**src/sbd_pkg.sv**
```systemverilog
// package: register map, fields, timing and carriers of the sdram decoder
package sbd_pkg;

    // ==================== register offsets
    localparam logic [7:0] OFF_CONTROL = 8'h00;
    localparam logic [7:0] OFF_MASK = 8'h04;
    localparam logic [7:0] OFF_IRQ_STATUS = 8'h08;
    localparam logic [7:0] OFF_IRQ_CLEAR = 8'h0c;
    localparam logic [7:0] OFF_IRQ_ENABLE = 8'h10;

    // ==================== control register fields
    localparam int BASE_LSB = 18;
    localparam int BASE_W = 14;
    localparam int PS_LSB = 4;
    localparam int PS_WIDE_BIT = 5;
    localparam int TRIG_BIT = 3;
    localparam int PM_BIT = 2;

    // ==================== mask register fields
    localparam int BAM_LSB = 18;
    localparam int WP_BIT = 8;
    localparam int AM_LSB = 1;
    localparam int AM_W = 6;
    localparam int VALID_BIT = 0;

    // ==================== reset values
    localparam logic [31:0] CONTROL_RST = 32'h0000_0000;
    localparam logic [31:0] MASK_RST = 32'h0000_0000;

    // ==================== access categories
    localparam logic [2:0] CAT_USER_DATA = 3'h0;
    localparam logic [2:0] CAT_USER_CODE = 3'h1;
    localparam logic [2:0] CAT_SUPV_DATA = 3'h2;
    localparam logic [2:0] CAT_SUPV_CODE = 3'h3;
    localparam logic [2:0] CAT_ALT_MASTER = 3'h4;
    localparam logic [2:0] CAT_CPU_SPACE = 3'h5;

    // ==================== interrupt status bits
    localparam int IRQ_W = 4;
    localparam int IRQ_WP_EXC = 0;
    localparam int IRQ_ACC_EXC = 1;
    localparam int IRQ_PRECHARGE_ALL_COMMAND_DONE = 2;
    localparam int IRQ_BAD_PS = 3;

    // ==================== geometry of the 16-bit port
    localparam int PORT_BYTES = 2;
    localparam int PAGE_LSB = 10;
    localparam int ROW_W = 13;

    // ==================== timing in ns and in cycles
    localparam int CLK_NS = 10;
    localparam int TRCD_CYC = 2;
    localparam int TRP_CYC = 2;
    localparam int EXT_TIMEOUT_NS = 1280;
    localparam int EXT_TIMEOUT_CYC = EXT_TIMEOUT_NS / CLK_NS;
    localparam int CNT_W = 8;

    // request from the internal bus masters
    typedef struct packed {
        logic [31:0] addr;
        logic write;
        logic [4:0] bytes;      // transfer size in bytes, 1 to 16
        logic [2:0] cat;        // access category
    } sbd_req_type;

    // command lines towards the sdram
    typedef struct packed {
        logic chip_sel_n;
        logic row_strobe_n;
        logic column_strobe_n;
        logic write_en_n;
        logic [ROW_W-1:0] addr;
    } sbd_sdcmd_type;

    localparam sbd_sdcmd_type SD_NOP = '{1'b0, 1'b1, 1'b1, 1'b1, '0};

endpackage : sbd_pkg

```
**src/sbd_decode.sv**
```systemverilog
// sdram block decoder: hit decode, write protect, page mode and precharge-all sequencing
// Contract
// - trigger set: next suitable sdram write issues precharge-all; writing 0 does nothing
// - controller clears the trigger bit when it issues the precharge-all command, before the tRP wait
// - page mode 0: burst only within page above port size, then precharge
// - page mode 1: page stays open; same-page accesses use column strobe only
// - each set base-address mask bit drops its address bit from hit compare
// - write protect set: writes ignored and address exception raised
// - protected write goes to chip-select decode; unacknowledged external cycle faults
// - set access-type mask bit keeps that category from hitting
// - port size gives block width; only 16-bit setting is valid
// - six categories: cpu space, alternate master, supv code/data, user code/data
// - block enable cleared at reset; while clear nothing hits
`timescale 1ns/10ps
module sbd_decode (
    input wire logic i_mclk, // system clock, 100 mhz
    input wire logic i_rst, // async reset, active high
    input wire logic [7:0] i_reg_addr, // register byte address
    input wire logic [31:0] i_reg_wdata, // register write data
    input wire logic i_reg_wr, // register write strobe
    input wire logic i_reg_rd, // register read strobe
    output logic [31:0] o_reg_rdata, // read data, cycle after strobe
    input wire logic i_req, // access request pulse
    input wire sbd_pkg::sbd_req_type i_req_data, // access request fields
    output logic o_ready, // idle, may take a request
    output logic o_done, // access finished pulse
    output logic o_hit, // last request hit this block
    output logic o_addr_exc, // address exception pulse
    output logic o_cs_req, // hand write to chip-select decode
    input wire logic i_cs_valid, // chip-select decode answer
    input wire logic i_cs_hit, // a chip select claimed it
    output logic o_ext_cycle, // external bus cycle running
    input wire logic i_ext_ack, // external cycle acknowledged
    output logic o_access_exc, // access exception pulse
    output sbd_pkg::sbd_sdcmd_type o_sd_cmd, // sdram command lines
    output logic o_irq // level interrupt
);
    import sbd_pkg::*;

    typedef enum logic [3:0] {
        ST_IDLE, ST_PRE, ST_ACT, ST_COL, ST_WAIT, ST_PRECHARGE_ALL_COMMAND, ST_CS_WAIT, ST_EXT, ST_FIN
    } sbd_state_type;

    // ==================== register state
    logic [31:0] ctrl_r, ctrl_nxt;
    logic [31:0] mask_r, mask_nxt;
    logic [IRQ_W-1:0] stat_r, stat_nxt;
    logic [IRQ_W-1:0] ien_r, ien_nxt;
    logic [31:0] rdata_r, rdata_nxt;
    logic irq_r, irq_nxt;
    logic [IRQ_W-1:0] ev;
    logic precharge_all_command_clear;

    // ==================== access sequencer state
    sbd_state_type st_r, st_nxt, after_r, after_nxt;
    logic [CNT_W-1:0] cnt_r, cnt_nxt;
    logic [3:0] beats_r, beats_nxt;
    logic burst_r, burst_nxt;
    logic wr_r, wr_nxt;
    logic [31:0] addr_r, addr_nxt;
    logic open_r, open_nxt;
    logic [31-PAGE_LSB:0] open_pg_r, open_pg_nxt;
    sbd_sdcmd_type cmd_r, cmd_nxt;
    logic done_r, done_nxt, hit_r, hit_nxt, aexc_r, aexc_nxt;
    logic csreq_r, csreq_nxt, ext_r, ext_nxt, acc_r, acc_nxt, rdy_r, rdy_nxt;

    // ==================== hit decode
    logic [BASE_W-1:0] addr_diff;
    logic [AM_W-1:0] am_bits;
    logic base_match, type_ok, ps_ok, hit;
    logic [31:0] last_byte;
    logic in_page;

    // masked base-address compare, one bit per address line
    genvar g;
    generate
        for (g = 0; g < BASE_W; g++) begin : g_cmp
            assign addr_diff[g] = (i_req_data.addr[BASE_LSB+g] ^ ctrl_r[BASE_LSB+g])
                                  & ~mask_r[BAM_LSB+g];
        end
    endgenerate

    always_comb begin
        am_bits = mask_r[AM_LSB +: AM_W];
        base_match = (addr_diff == '0);
        // category index selects its mask bit
        type_ok = (i_req_data.cat < 3'(AM_W)) && !am_bits[i_req_data.cat];
        // only the 16-bit port setting is accepted
        ps_ok = ctrl_r[PS_WIDE_BIT];
        // full hit condition, gated by block enable
        hit = mask_r[VALID_BIT] && base_match && type_ok && ps_ok;
        last_byte = i_req_data.addr + 32'(i_req_data.bytes) - 32'h0000_0001;
        in_page = (last_byte[31:PAGE_LSB] == i_req_data.addr[31:PAGE_LSB]);
    end

    // ==================== sequencer next state
    always_comb begin
        st_nxt = st_r;
        after_nxt = after_r;
        cnt_nxt = cnt_r;
        beats_nxt = beats_r;
        burst_nxt = burst_r;
        wr_nxt = wr_r;
        addr_nxt = addr_r;
        open_nxt = open_r;
        open_pg_nxt = open_pg_r;
        cmd_nxt = SD_NOP;
        done_nxt = 1'b0;
        hit_nxt = hit_r;
        aexc_nxt = 1'b0;
        csreq_nxt = 1'b0;
        ext_nxt = ext_r;
        acc_nxt = 1'b0;
        precharge_all_command_clear = 1'b0;
        ev = '0;
        unique case (st_r)
            ST_IDLE: begin
                if (i_req) begin
                    hit_nxt = hit;
                    addr_nxt = i_req_data.addr;
                    wr_nxt = i_req_data.write;
                    if (!ps_ok && mask_r[VALID_BIT]) begin
                        ev[IRQ_BAD_PS] = 1'b1;
                    end
                    if (!hit) begin
                        st_nxt = ST_FIN;
                    end else if (i_req_data.write && mask_r[WP_BIT]) begin
                        aexc_nxt = 1'b1;
                        ev[IRQ_WP_EXC] = 1'b1;
                        // pass the write on to chip-select decode
                        csreq_nxt = 1'b1;
                        st_nxt = ST_CS_WAIT;
                    end else if (i_req_data.write && ctrl_r[TRIG_BIT]) begin
                        // armed trigger makes this write a precharge-all
                        st_nxt = ST_PRECHARGE_ALL_COMMAND;
                    end else begin
                        // burst only inside one page and above port size
                        burst_nxt = in_page && (i_req_data.bytes > 5'(PORT_BYTES));
                        beats_nxt = (i_req_data.bytes > 5'(PORT_BYTES))
                                    ? 4'(i_req_data.bytes >> 1) : 4'h1;
                        if (open_r && open_pg_r == i_req_data.addr[31:PAGE_LSB]) begin
                            // open page hit goes straight to column strobe
                            st_nxt = ST_COL;
                        end else if (open_r) begin
                            st_nxt = ST_PRE;
                        end else begin
                            st_nxt = ST_ACT;
                        end
                    end
                end
            end
            ST_PRE: begin
                cmd_nxt = '{1'b0, 1'b0, 1'b1, 1'b0, '0};
                open_nxt = 1'b0;
                cnt_nxt = CNT_W'(TRP_CYC);
                after_nxt = (beats_r == '0) ? ST_FIN : ST_ACT;
                st_nxt = ST_WAIT;
            end
            ST_ACT: begin
                cmd_nxt = '{1'b0, 1'b0, 1'b1, 1'b1, addr_r[PAGE_LSB +: ROW_W]};
                open_nxt = 1'b1;
                open_pg_nxt = addr_r[31:PAGE_LSB];
                cnt_nxt = CNT_W'(TRCD_CYC);
                after_nxt = ST_COL;
                st_nxt = ST_WAIT;
            end
            ST_COL: begin
                // column strobe only, row stays as opened
                cmd_nxt = '{1'b0, 1'b1, 1'b0, !wr_r, ROW_W'(addr_r[PAGE_LSB-1:1])};
                beats_nxt = beats_r - 4'h1;
                addr_nxt = addr_r + 32'(PORT_BYTES);
                if (beats_r != 4'h1) begin
                    // in page mode 0 a non-burst transfer closes and reopens between beats
                    st_nxt = (burst_r || ctrl_r[PM_BIT]) ? ST_COL : ST_PRE;
                    if (ctrl_r[PM_BIT]
                        && addr_nxt[31:PAGE_LSB] != open_pg_r) begin
                        st_nxt = ST_PRE;
                    end
                end else begin
                    // page mode 0 closes the page after the transfer
                    st_nxt = ctrl_r[PM_BIT] ? ST_FIN : ST_PRE;
                end
            end
            ST_WAIT: begin
                cnt_nxt = cnt_r - CNT_W'(1);
                if (cnt_r == CNT_W'(1)) begin
                    st_nxt = after_r;
                end
            end
            ST_PRECHARGE_ALL_COMMAND: begin
                // precharge-all: address line 10 high on a precharge
                cmd_nxt = '{1'b0, 1'b0, 1'b1, 1'b0, ROW_W'(13'h0400)};
                open_nxt = 1'b0;
                beats_nxt = '0;
                cnt_nxt = CNT_W'(TRP_CYC);
                after_nxt = ST_FIN;
                precharge_all_command_clear = 1'b1;
                st_nxt = ST_WAIT;
            end
            ST_CS_WAIT: begin
                // no chip select claimed it: run an external cycle
                if (i_cs_valid) begin
                    st_nxt = i_cs_hit ? ST_FIN : ST_EXT;
                    ext_nxt = !i_cs_hit;
                    cnt_nxt = CNT_W'(EXT_TIMEOUT_CYC);
                end
            end
            ST_EXT: begin
                cnt_nxt = cnt_r - CNT_W'(1);
                if (i_ext_ack) begin
                    ext_nxt = 1'b0;
                    st_nxt = ST_FIN;
                end else if (cnt_r == CNT_W'(1)) begin
                    // missing acknowledge ends in an access exception
                    ext_nxt = 1'b0;
                    acc_nxt = 1'b1;
                    ev[IRQ_ACC_EXC] = 1'b1;
                    st_nxt = ST_FIN;
                end
            end
            ST_FIN: begin
                done_nxt = 1'b1;
                st_nxt = ST_IDLE;
            end
            default: begin
                st_nxt = ST_IDLE;
            end
        endcase
        rdy_nxt = (st_nxt == ST_IDLE);
    end

    // ==================== sequencer registers
    always_ff @(posedge i_mclk or posedge i_rst) begin
        if (i_rst) begin
            st_r <= ST_IDLE;
            after_r <= ST_IDLE;
            cnt_r <= '0;
            beats_r <= '0;
            burst_r <= 1'b0;
            wr_r <= 1'b0;
            addr_r <= '0;
            open_r <= 1'b0;
            open_pg_r <= '0;
            cmd_r <= SD_NOP;
            done_r <= 1'b0;
            hit_r <= 1'b0;
            aexc_r <= 1'b0;
            csreq_r <= 1'b0;
            ext_r <= 1'b0;
            acc_r <= 1'b0;
            rdy_r <= 1'b1;
        end else begin
            st_r <= st_nxt;
            after_r <= after_nxt;
            cnt_r <= cnt_nxt;
            beats_r <= beats_nxt;
            burst_r <= burst_nxt;
            wr_r <= wr_nxt;
            addr_r <= addr_nxt;
            open_r <= open_nxt;
            open_pg_r <= open_pg_nxt;
            cmd_r <= cmd_nxt;
            done_r <= done_nxt;
            hit_r <= hit_nxt;
            aexc_r <= aexc_nxt;
            csreq_r <= csreq_nxt;
            ext_r <= ext_nxt;
            acc_r <= acc_nxt;
            rdy_r <= rdy_nxt;
        end
    end

    // ==================== register file next state
    always_comb begin
        ctrl_nxt = ctrl_r;
        mask_nxt = mask_r;
        ien_nxt = ien_r;
        stat_nxt = stat_r;
        rdata_nxt = '0;
        if (i_reg_wr) begin
            unique case (i_reg_addr)
                OFF_CONTROL: begin
                    ctrl_nxt[31:BASE_LSB] = i_reg_wdata[31:BASE_LSB];
                    ctrl_nxt[PS_LSB +: 2] = i_reg_wdata[PS_LSB +: 2];
                    ctrl_nxt[PM_BIT] = i_reg_wdata[PM_BIT];
                    // writing 1 arms the trigger, writing 0 leaves it
                    if (i_reg_wdata[TRIG_BIT]) begin
                        ctrl_nxt[TRIG_BIT] = 1'b1;
                    end
                end
                OFF_MASK: begin
                    mask_nxt[31:BAM_LSB] = i_reg_wdata[31:BAM_LSB];
                    mask_nxt[WP_BIT] = i_reg_wdata[WP_BIT];
                    mask_nxt[AM_LSB +: AM_W] = i_reg_wdata[AM_LSB +: AM_W];
                    mask_nxt[VALID_BIT] = i_reg_wdata[VALID_BIT];
                end
                OFF_IRQ_CLEAR: stat_nxt = stat_r & ~i_reg_wdata[IRQ_W-1:0];
                OFF_IRQ_ENABLE: ien_nxt = i_reg_wdata[IRQ_W-1:0];
                default: ;
            endcase
        end
        // trigger drops when precharge-all is issued; a new software set wins
        if (precharge_all_command_clear && !(i_reg_wr && i_reg_addr == OFF_CONTROL
                            && i_reg_wdata[TRIG_BIT])) begin
            ctrl_nxt[TRIG_BIT] = 1'b0;
        end
        // completion event and sticky status, set wins over clear
        stat_nxt = stat_nxt | ev | (IRQ_W'(precharge_all_command_clear) << IRQ_PRECHARGE_ALL_COMMAND_DONE);
        if (i_reg_rd) begin
            unique case (i_reg_addr)
                OFF_CONTROL: rdata_nxt = ctrl_r;
                OFF_MASK: rdata_nxt = mask_r;
                OFF_IRQ_STATUS: rdata_nxt = 32'(stat_r);
                OFF_IRQ_ENABLE: rdata_nxt = 32'(ien_r);
                default: rdata_nxt = '0;
            endcase
        end
        irq_nxt = |(stat_nxt & ien_nxt);
    end

    // ==================== register file registers
    always_ff @(posedge i_mclk or posedge i_rst) begin
        if (i_rst) begin
            ctrl_r <= CONTROL_RST;
            // block enable and all masks clear at reset
            mask_r <= MASK_RST;
            stat_r <= '0;
            ien_r <= '0;
            rdata_r <= '0;
            irq_r <= 1'b0;
        end else begin
            ctrl_r <= ctrl_nxt;
            mask_r <= mask_nxt;
            stat_r <= stat_nxt;
            ien_r <= ien_nxt;
            rdata_r <= rdata_nxt;
            irq_r <= irq_nxt;
        end
    end

    // outputs straight from flip-flops
    assign o_reg_rdata = rdata_r;
    assign o_ready = rdy_r;
    assign o_done = done_r;
    assign o_hit = hit_r;
    assign o_addr_exc = aexc_r;
    assign o_cs_req = csreq_r;
    assign o_ext_cycle = ext_r;
    assign o_access_exc = acc_r;
    assign o_sd_cmd = cmd_r;
    assign o_irq = irq_r;

endmodule : sbd_decode

```
**config.mk**
```make
export PLATFORM = sky130hd
export DESIGN_NAME = sbd_decode
export DESIGN_NICKNAME = d
export VERILOG_FILES = /design/src/sbd_pkg.sv /design/src/sbd_decode.sv
export SDC_FILE = /design/constraint.sdc
export NUM_CORES = 1
export LEC_CHECK = 0
export ABC_AREA = 1
export BUFFER_PORTS_ARGS = -buffer_cell sky130_fd_sc_hd__buf_4
export CORE_MARGIN = 2
export CORE_UTILIZATION = 25
export DETAILED_ROUTE_END_ITERATION = 6
export HOLD_SLACK_MARGIN = 0.05
export PLACE_DENSITY = 0.45
export SLEW_MARGIN = 5
export SYNTH_ARGS = -nofsm -noshare
export SYNTH_HDL_FRONTEND = slang
export SYNTH_SLANG_ARGS = --single-unit
```
**constraint.sdc**
```tcl
create_clock -name i_mclk -period 12.4 [get_ports i_mclk]
set_input_delay 1.86 -clock i_mclk [delete_from_list [all_inputs] [get_ports i_mclk]]
set_output_delay 1.86 -clock i_mclk [all_outputs]
set_load 0.01 [all_outputs]
```
==> flow_summary.json, run 1 <==
{
  "hold_buffers": 0,
  "crit_arrival_ps": 4340,
  "placed_cells": 2338,
  "yosysSeqAreaShare_pct": 37.2,
  "synthAdderAreaFrac_pct": 4.32,
  "crit_path_start_kind": "input port",
  "clock_path_buffers": 2,
  "finalSetupTns_ps": 0,
  "wl_per_cell_um": 16.9,
  "p_leak_uw": 0.00678,
  "async_reset_ff_share_pct": 100,
  "path_clk_slew_ps": 70,
  "vias": 10966,
  "min_path_type": "reg -> reg",
  "synth_xor_area_share_pct": 3.30,
  "relSlewSlack_pct": 41.2,
  "die_area_sq_mm": 0.0469,
  "rsz0062_at_grt": "false",
  "initialDrtViolationCount": 778,
  "clockRootBuffer": "clkbuf_16",
  "ant_nets": 0,
  "synth-simple-area-share_pct": 31.1,
  "drive_gt1_share_pct": 11.8,
  "numClockSinks": 168,
  "syn_inst": 1644,
  "synth_most_common_cell": "nand2_1",
  "worst_slew_pin_slew_ps": 882,
  "peakVddDrop_uv": 80.1,
  "yosysTopAreaCellShare_pct": 36.3,
  "insertion_delay_ps": 460,
  "power_frac_clock_pct": 38.8,
  "seqPwrFrac_pct": 42.2,
  "core_sq_mm": 0.0444,
  "slowest_stage": "nand2_2",
  "ys_ff_latch": 168,
  "synth_area_leaders": "dfrtp_1 (36%), nand2_1 (17%), inv_1 (8.0%)",
  "synth_common_cells": "nand2_1 (501), inv_1 (240), nor2_1 (166)",
  "p_comb_share_pct": 19.0,
  "grt_max_degree": 66,
  "antenna_found_initial": 0,
  "critPathBufInv": 4,
  "die_h_um": 217,
  "cap_violations": 0,
  "cts_tree": "done",
  "synth_ff_type": "dfrtp_1",
  "vias_per_cell": 4.63,
  "first_pass_iters": 5,
  "status": "finished clean",
  "finalPower_uw": 1420,
  "fin_cells": 2370,
  "critPathKind": "in -> reg",
  "hpwl_mm": 31.4,
  "syn2layout_area_growth_pct": 19.0,
  "synth_compound_area_share_pct": 14.0,
  "fin_crit_sh_pct": 32.5,
  "post-synth-top-area-cell": "dfrtp_1",
  "fmax_mhz": 248,
  "cp_cell_sequence": "buf_4, inv_1, nor2_2, inv_2, nand2_2, inv_2, a311oi_1, a22oi_1",
  "cts.htree.levels": 4,
  "final-max-slew-violation-count": 0,
  "sw_frac_of_total_pct": 33.0,
  "fin_worst_skew_ps": 14.0,
  "setup_violations": 0,
  "synth_top_family_by_area": "simple AND/OR/NAND/NOR gates",
  "slowest_delay_ps": 540,
  "wl_mm": 40.0,
  "grt_pass1_vias": 10706,
  "synth_edf_count": 0,
  "p_switching_uw": 469,
  "synth_cell_types": 52,
  "required_ps": 12720,
  "ios": 146,
  "rows": 77,
  "cts_setup_buffers": 0,
  "path_max_fanout": 28,
  "start_util_pct": 25.5,
  "syn_area_sq_mm": 0.0113,
  "period_needed_ps": 4030,
  "synth_warnings": 0,
  "muxShareOfSynthArea_pct": 0,
  "crit_top_cell": "inv_2",
  "cpLargestDelayFamily": "simple AND/OR/NAND/NOR gates",
  "syn_avg_cell_area_sq_um": 6.88,
  "antennaDiodeCount": 0,
  "crit_path_end_kind": "flop",
  "drt_drc_violations_left": 0,
  "internal_power_uw": 952,
  "timing.final.hold_violations": 0,
  "grt_pass1_wl_mm": 62.1,
  "cts_resized": 0,
  "place.gp.congestion": 0.886,
  "powerDensity_mw_per_mm2": 106,
  "fp.dieW_um": 217,
  "io_buffers": 124,
  "track_usage_pct": 17.3,
  "cts_buffers": 17,
  "grt-ovfl-total": 0,
  "nets": 1893
}
stage by stage:
stage	worst slack [ps]	instance area, sq um	util, %	hold slack, ps
after floorplan	6000	11300	-	443
after global placement	7970	12900	29.0	466
after detailed placement	7950	12900	29.0	468
after CTS	8430	13500	30.3	487
after global routing	8360	13500	30.3	519
final	8370	13500	30.3	483
metal layers:
layer / part of all wire [%] / wire length (um) / global-route usage, % / vias to the layer above
li1: - / - / - / 5512
met1: 50 / 20000 / 25.3 / 5173
met2: 44 / 17500 / 26.7 / 262
met3: 5.4 / 2150 / 2.99 / 19
met4: 1.0 / 399 / 3.72 / 0
met5: 0 / 0 / 0 / -
final timing paths:
kind,startpoint,to,slack [ps],cells after the start
max,i_req,addr_r[6],8370,8
min,o_ext_cycle,o_ext_cycle,480,2
max reg2reg,st_r[2],addr_r[6],9060,10
min reg2reg,o_ext_cycle,o_ext_cycle,480,2
max in group asynchronous,i_rst,o_sd_cmd[7],9690,3
min in group asynchronous,i_rst,o_reg_rdata[5],1410,2
flip-flops by register name, indices dropped and copies added (netlist names), 3 cells and up:
name         cells
beats_r          4
open_pg_r       22
o_reg_rdata     22
addr_r          31
cnt_r            8
ien_r            4
mask_r          22
o_sd_cmd        16
stat_r           4
ctrl_r          18
st_r             4
after_r          3
power by group through the flow:
stage / sequential [uW] / clock, uW / combinational, uW
after floorplan: 600 / 0 / 184
after global placement: 610 / 0 / 270
after detailed placement: 610 / 0 / 271
after CTS: 600 / 566 / 272
after global routing: 603 / 586 / 308
final: 600 / 551 / 270
worst reg2reg max path, cell delays in order (launching register included):
cell and delay [ps]:
dfrtp_1 430, nor2_1 110, inv_1 100, nor2_1 180, inv_1 70, nor2_2 460
inv_2 500, nand2_2 570, inv_2 380, a311oi_1 310, a22oi_1 100
layout make-up:
class | count | area, sq um
well taps | 592 | 741
clock inverters | 14 | 158
multi-input cells | 1201 | 6000
flip-flops and latches | 168 | 4210
fillers | 4885 | 31000
repair buffers | 131 | 983
clock buffers | 18 | 429
inverters | 246 | 931
cell usage in the layout, fill, tap and decap left out, drive strengths merged, types with 14 or more instances in the layout:
master	instances
nand4	20
xor2	29
nand3	83
a21oi	65
nor3	17
o22ai	15
nor2	186
ha	39
clkbuf	18
a22oi	14
dfrtp	164
nand2	511
o221ai	23
inv	253
o21ai	124
buf	131
kinds of logic after synthesis:
group                      after synthesis
AOI/OAI and AO/OA                      271
xor gates and xnor gates                41
adders and majority gates               39
buffers and inverters                  285
DFF                                    168
other                                    1
and+or+nand+nor                        839
(Power assumes the default switching activity.)
==> run 2, diff against run 1 <==
clock period = 4 ns   (was 12.4 ns; I/O delays follow)
==> flow_summary.json, run 2 (synthesis results as in run 1) <==
{
  "status": "finished clean",
  "period_needed_ps": 2750,
  "cts.htree.levels": 4,
  "slowest_stage": "dfrtp_1",
  "vias_per_cell": 4.64,
  "cts_tree": "done",
  "final-max-slew-violation-count": 0,
  "cts_setup_buffers": 0,
  "clockRootBuffer": "clkbuf_16",
  "numClockSinks": 168,
  "fmax_mhz": 364,
  "timing.final.hold_violations": 0,
  "cts_buffers": 17,
  "relSlewSlack_pct": 48.7,
  "path_clk_slew_ps": 70,
  "wl_per_cell_um": 16.9,
  "place.gp.congestion": 0.938,
  "setup_violations": 0,
  "final_common_cell": "nand2_1",
  "cts_resized": 0,
  "vias": 11026,
  "peakVddDrop_uv": 216,
  "first_pass_iters": 5,
  "grt-ovfl-total": 0,
  "fin_ws_ps": 1250,
  "cap_violations": 0,
  "die_area_sq_mm": 0.0469,
  "rsz0062_at_grt": "false",
  "pre_cts_ws_ps": 1130,
  "crit_path_start_kind": "flop",
  "crit_arrival_ps": 3140,
  "crit_path_end_kind": "flop",
  "rows": 77,
  "hpwl_mm": 31.0,
  "drive_gt1_share_pct": 12.0,
  "critPathBufInv": 1,
  "insertion_delay_ps": 460,
  "wl_mm": 40.0,
  "p_leak_uw": 0.00683,
  "die_h_um": 217,
  "start_util_pct": 25.5,
  "fin_crit_sh_pct": 68.7,
  "track_usage_pct": 17.4,
  "drt_drc_violations_left": 0,
  "nets": 1897,
  "fin_cells": 2374,
  "hold_ws_ps": 274,
  "finalSetupTns_ps": 0,
  "core_sq_mm": 0.0444,
  "powerDensity_mw_per_mm2": 334,
  "required_ps": 4390,
  "fillers": 4882,
  "io_buffers": 124,
  "path_max_fanout": 4,
  "grt_pass1_vias": 10625,
  "grt_max_degree": 97,
  "cp_cell_sequence": "ha_1, nand3_1, nor2_1, nand2_1, nor2_1, nand3_1, nand3_1, nand2_1, clkinv_1, nand2_1, nor2_1, nand3_1, o21bai_1, nand2_1, nand2_2, nor2_2",
  "hold_buffers": 0,
  "worst_slew_pin_slew_ps": 767,
  "regArea_sq_mm": 0.00421,
  "antenna_found_initial": 0,
  "clock_path_buffers": 2,
  "final_cell_mix": "nand2_1 (501), inv_1 (239), nor2_1 (165)",
  "initialDrtViolationCount": 949,
  "grt_pass1_wl_mm": 62.5,
  "syn2layout_area_growth_pct": 19.8,
  "antennaDiodeCount": 0,
  "ios": 146,
  "slowest_delay_ps": 410,
  "regMostFlops": "addr_r",
  "placed_cells": 2342,
  "finalPower_uw": 4530,
  "largest_reg_flops": 31,
  "ant_nets": 0,
  "fin_worst_skew_ps": 16.3,
  "critPathKind": "reg -> reg",
  "cpLargestDelayFamily": "simple AND/OR/NAND/NOR gates",
  "multiInputGateArea_sq_mm": 0.00600,
  "min_path_type": "in -> async",
  "fp.dieW_um": 217
}
run 2: worst paths after layout:
path,start,to,slack (ps),cells past startpoint
worst max-delay path,addr_r[2],o_ready,1250,16
worst min-delay path,i_rst,o_reg_rdata[0],270,3
worst max register to register,addr_r[2],o_ready,1250,16
worst min register to register,after_r[3],after_r[3],480,2
max in group asynchronous,i_rst,addr_r[10],3160,3
min in group i_mclk,i_reg_rd,o_reg_rdata[1],380,3
run 2: through the flow:
stage          util (%)  area [sq um]
2_1_floorplan         -         11300
3_3_place_gp       29.1         12900
3_5_place_dp       29.1         12900
4_1_cts            30.5         13500
5_1_grt            30.5         13500
6_report           30.5         13500
run 2: final cells by class:
class,count,share of cell area [%]
inverter,246,6.86
clock inverter,13,1.35
clock buffer,19,3.27
timing repair buffer,135,7.67
multi-input combinational,1201,44.3
tap,592,5.47
sequential,168,31.1
run 2: tightest hold or removal path: stages:
cell and delay [ps]:
buf_4 120, clkinvlp_4 100, buf_12 330
run 2: power breakdown:
part	leakage [uW]	internal [uW]	switching, uW
Combinational	0.00433	300	543
Sequential	0.00220	1770	89.4
Clock	0.000306	1020	804
run 2: metal layers:
layer,vias to the layer above,global-route usage [%],routed length (um)
met1,5187,25.6,20000
met4,0,4.41,548
met5,-,0,0
met3,22,2.69,2080
met2,301,26.4,17400
li1,5516,-,-
==> run 3, diff against run 2 <==
clock period = 2.55 ns   (was 4 ns; I/O delays follow)
==> flow_summary.json, run 3 (synthesis results as in run 1) <==
{
  "sw_frac_of_total_pct": 32.9,
  "cpLargestDelayFamily": "simple AND/OR/NAND/NOR gates",
  "powerDensity_mw_per_mm2": 500,
  "relSlewSlack_pct": 61.2,
  "fin_cells": 2447,
  "peakVddDrop_uv": 282,
  "fmax_mhz": 420,
  "vias_per_cell": 4.60,
  "place.gp.congestion": 0.901,
  "clock_path_buffers": 2,
  "drt_drc_violations_left": 0,
  "cts_tree": "done",
  "wl_mm": 40.6,
  "die_h_um": 217,
  "final_cell_mix": "nand2_1 (499), inv_1 (239), buf_4 (204)",
  "regMostFlops": "addr_r",
  "slowest_delay_ps": 400,
  "core_sq_mm": 0.0444,
  "grt_pass1_vias": 10911,
  "fin_crit_sh_pct": 93.3,
  "crit_top_cell": "nand2_1",
  "grt_max_degree": 91,
  "clockRootBuffer": "clkbuf_16",
  "start_util_pct": 25.5,
  "crit_path_end_kind": "flop",
  "largest_reg_flops": 31,
  "min_path_type": "in -> reg",
  "path_max_fanout": 4,
  "fin_worst_skew_ps": 12.1,
  "cp_cell_sequence": "buf_4, nand2_1, nor2_2, nand2_1, nor2_4, nand2_1, nand3_1, nand2_1, nor2_1, nand2_1, nor2_2, nand3_1, o21bai_1, buf_4, nand2_1, nand2_2, nor2_2",
  "ant_nets": 0,
  "crit_path_start_kind": "flop",
  "fp.dieW_um": 217,
  "rows": 77,
  "setup_violations": 0,
  "first_pass_iters": 5,
  "grt_pass1_wl_mm": 62.7,
  "numClockSinks": 168,
  "antenna_found_initial": 0,
  "io_buffers": 124,
  "die_area_sq_mm": 0.0469,
  "final-max-slew-violation-count": 0,
  "hpwl_mm": 31.9,
  "status": "finished clean",
  "wl_per_cell_um": 16.6,
  "slowest_stage": "dfrtp_1",
  "p_switching_uw": 2330,
  "placed_cells": 2410,
  "cts.htree.levels": 4,
  "hold_ws_ps": 157,
  "initialDrtViolationCount": 855,
  "antennaDiodeCount": 0,
  "ios": 146,
  "critPathBufInv": 2,
  "cap_violations": 0,
  "grt-ovfl-total": 0,
  "worst_slew_pin_slew_ps": 582,
  "crit_arrival_ps": 2780,
  "final_common_cell": "nand2_1",
  "seqPwrFrac_pct": 41.0,
  "critPathKind": "reg -> reg",
  "timing.final.hold_violations": 0,
  "insertion_delay_ps": 470,
  "period_needed_ps": 2380,
  "p_leak_uw": 0.00715,
  "syn2layout_area_growth_pct": 25.1,
  "vias": 11250,
  "required_ps": 2950,
  "nets": 1970,
  "cts_buffers": 17,
  "rsz0062_at_grt": "false",
  "drive_gt1_share_pct": 16.2,
  "path_clk_slew_ps": 70,
  "internal_power_uw": 4740,
  "p_comb_share_pct": 20.8,
  "power_frac_clock_pct": 38.2,
  "track_usage_pct": 17.4
}
run 3: timing repair:
| item | CTS | global route |
|---|---|---|
| resized for setup | 0 | 22 |
| endpoints found under the hold margin | 13 | 0 |
| setup buffers | 0 | 4 |
| hold buffers | 1 | 0 |
| setup endpoints to repair | 0 | 2 |
run 3: stage by stage:
stage | util (%) | instance area, sq um | total power (uW) | worst slack (ps) | setup TNS (ps)
floorplan | - | 11300 | 3810 | 30.0 | 0
global placement | 30.3 | 13400 | 4390 | -16.1 | -25.4
detailed placement | 30.3 | 13400 | 4390 | -12.9 | -12.9
CTS | 31.6 | 14000 | 7120 | 0.436 | 0
global route | 31.9 | 14100 | 7440 | 5.30 | 0
finish | 31.9 | 14100 | 7070 | 171 | 0
run 3: worst min-delay path: stages:
cell,delay (ps)
buf_4,110
nand2_1,50
inv_1,50
run 3: worst paths after layout:
| kind | to | startpoint | slack [ps] | depth (start not counted) |
|---|---|---|---|---|
| setup / recovery | o_ready | addr_r[2] | 170 | 17 |
| hold / removal | o_reg_rdata[1] | i_reg_rd | 160 | 3 |
| setup reg to reg | o_ready | addr_r[2] | 170 | 17 |
| hold reg to reg | o_ext_cycle | o_ext_cycle | 490 | 2 |
| max in group asynchronous | addr_r[7] | i_rst | 1200 | 4 |
| min in group asynchronous | mask_r[8] | i_rst | 460 | 3 |
run 3: final cells by class:
cell class,instances,area [sq um]
clock inverter,14,159
fill,4839,30300
tap,592,741
clock buffer,18,429
sequential,168,4220
inverter,246,930
timing repair buffer,208,1600
multi-input combinational,1201,6070
run 3: per-layer routing:
layer | share of wire [%] | track usage [%] | vias up
li1 | - | - | 5667
met1 | 51 | 25.7 | 5241
met2 | 43 | 26.7 | 310
met3 | 4.7 | 2.36 | 32
met4 | 1.5 | 4.13 | 0
met5 | 0 | 0 | -
run 3: power groups by stage:
stage	logic, uW	registers, uW	clock network, uW
floorplan	896	2920	0
detailed placement	1450	2940	0
CTS	1460	2890	2770
global route	1670	2920	2850
finish	1470	2900	2700
global placement	1450	2940	0
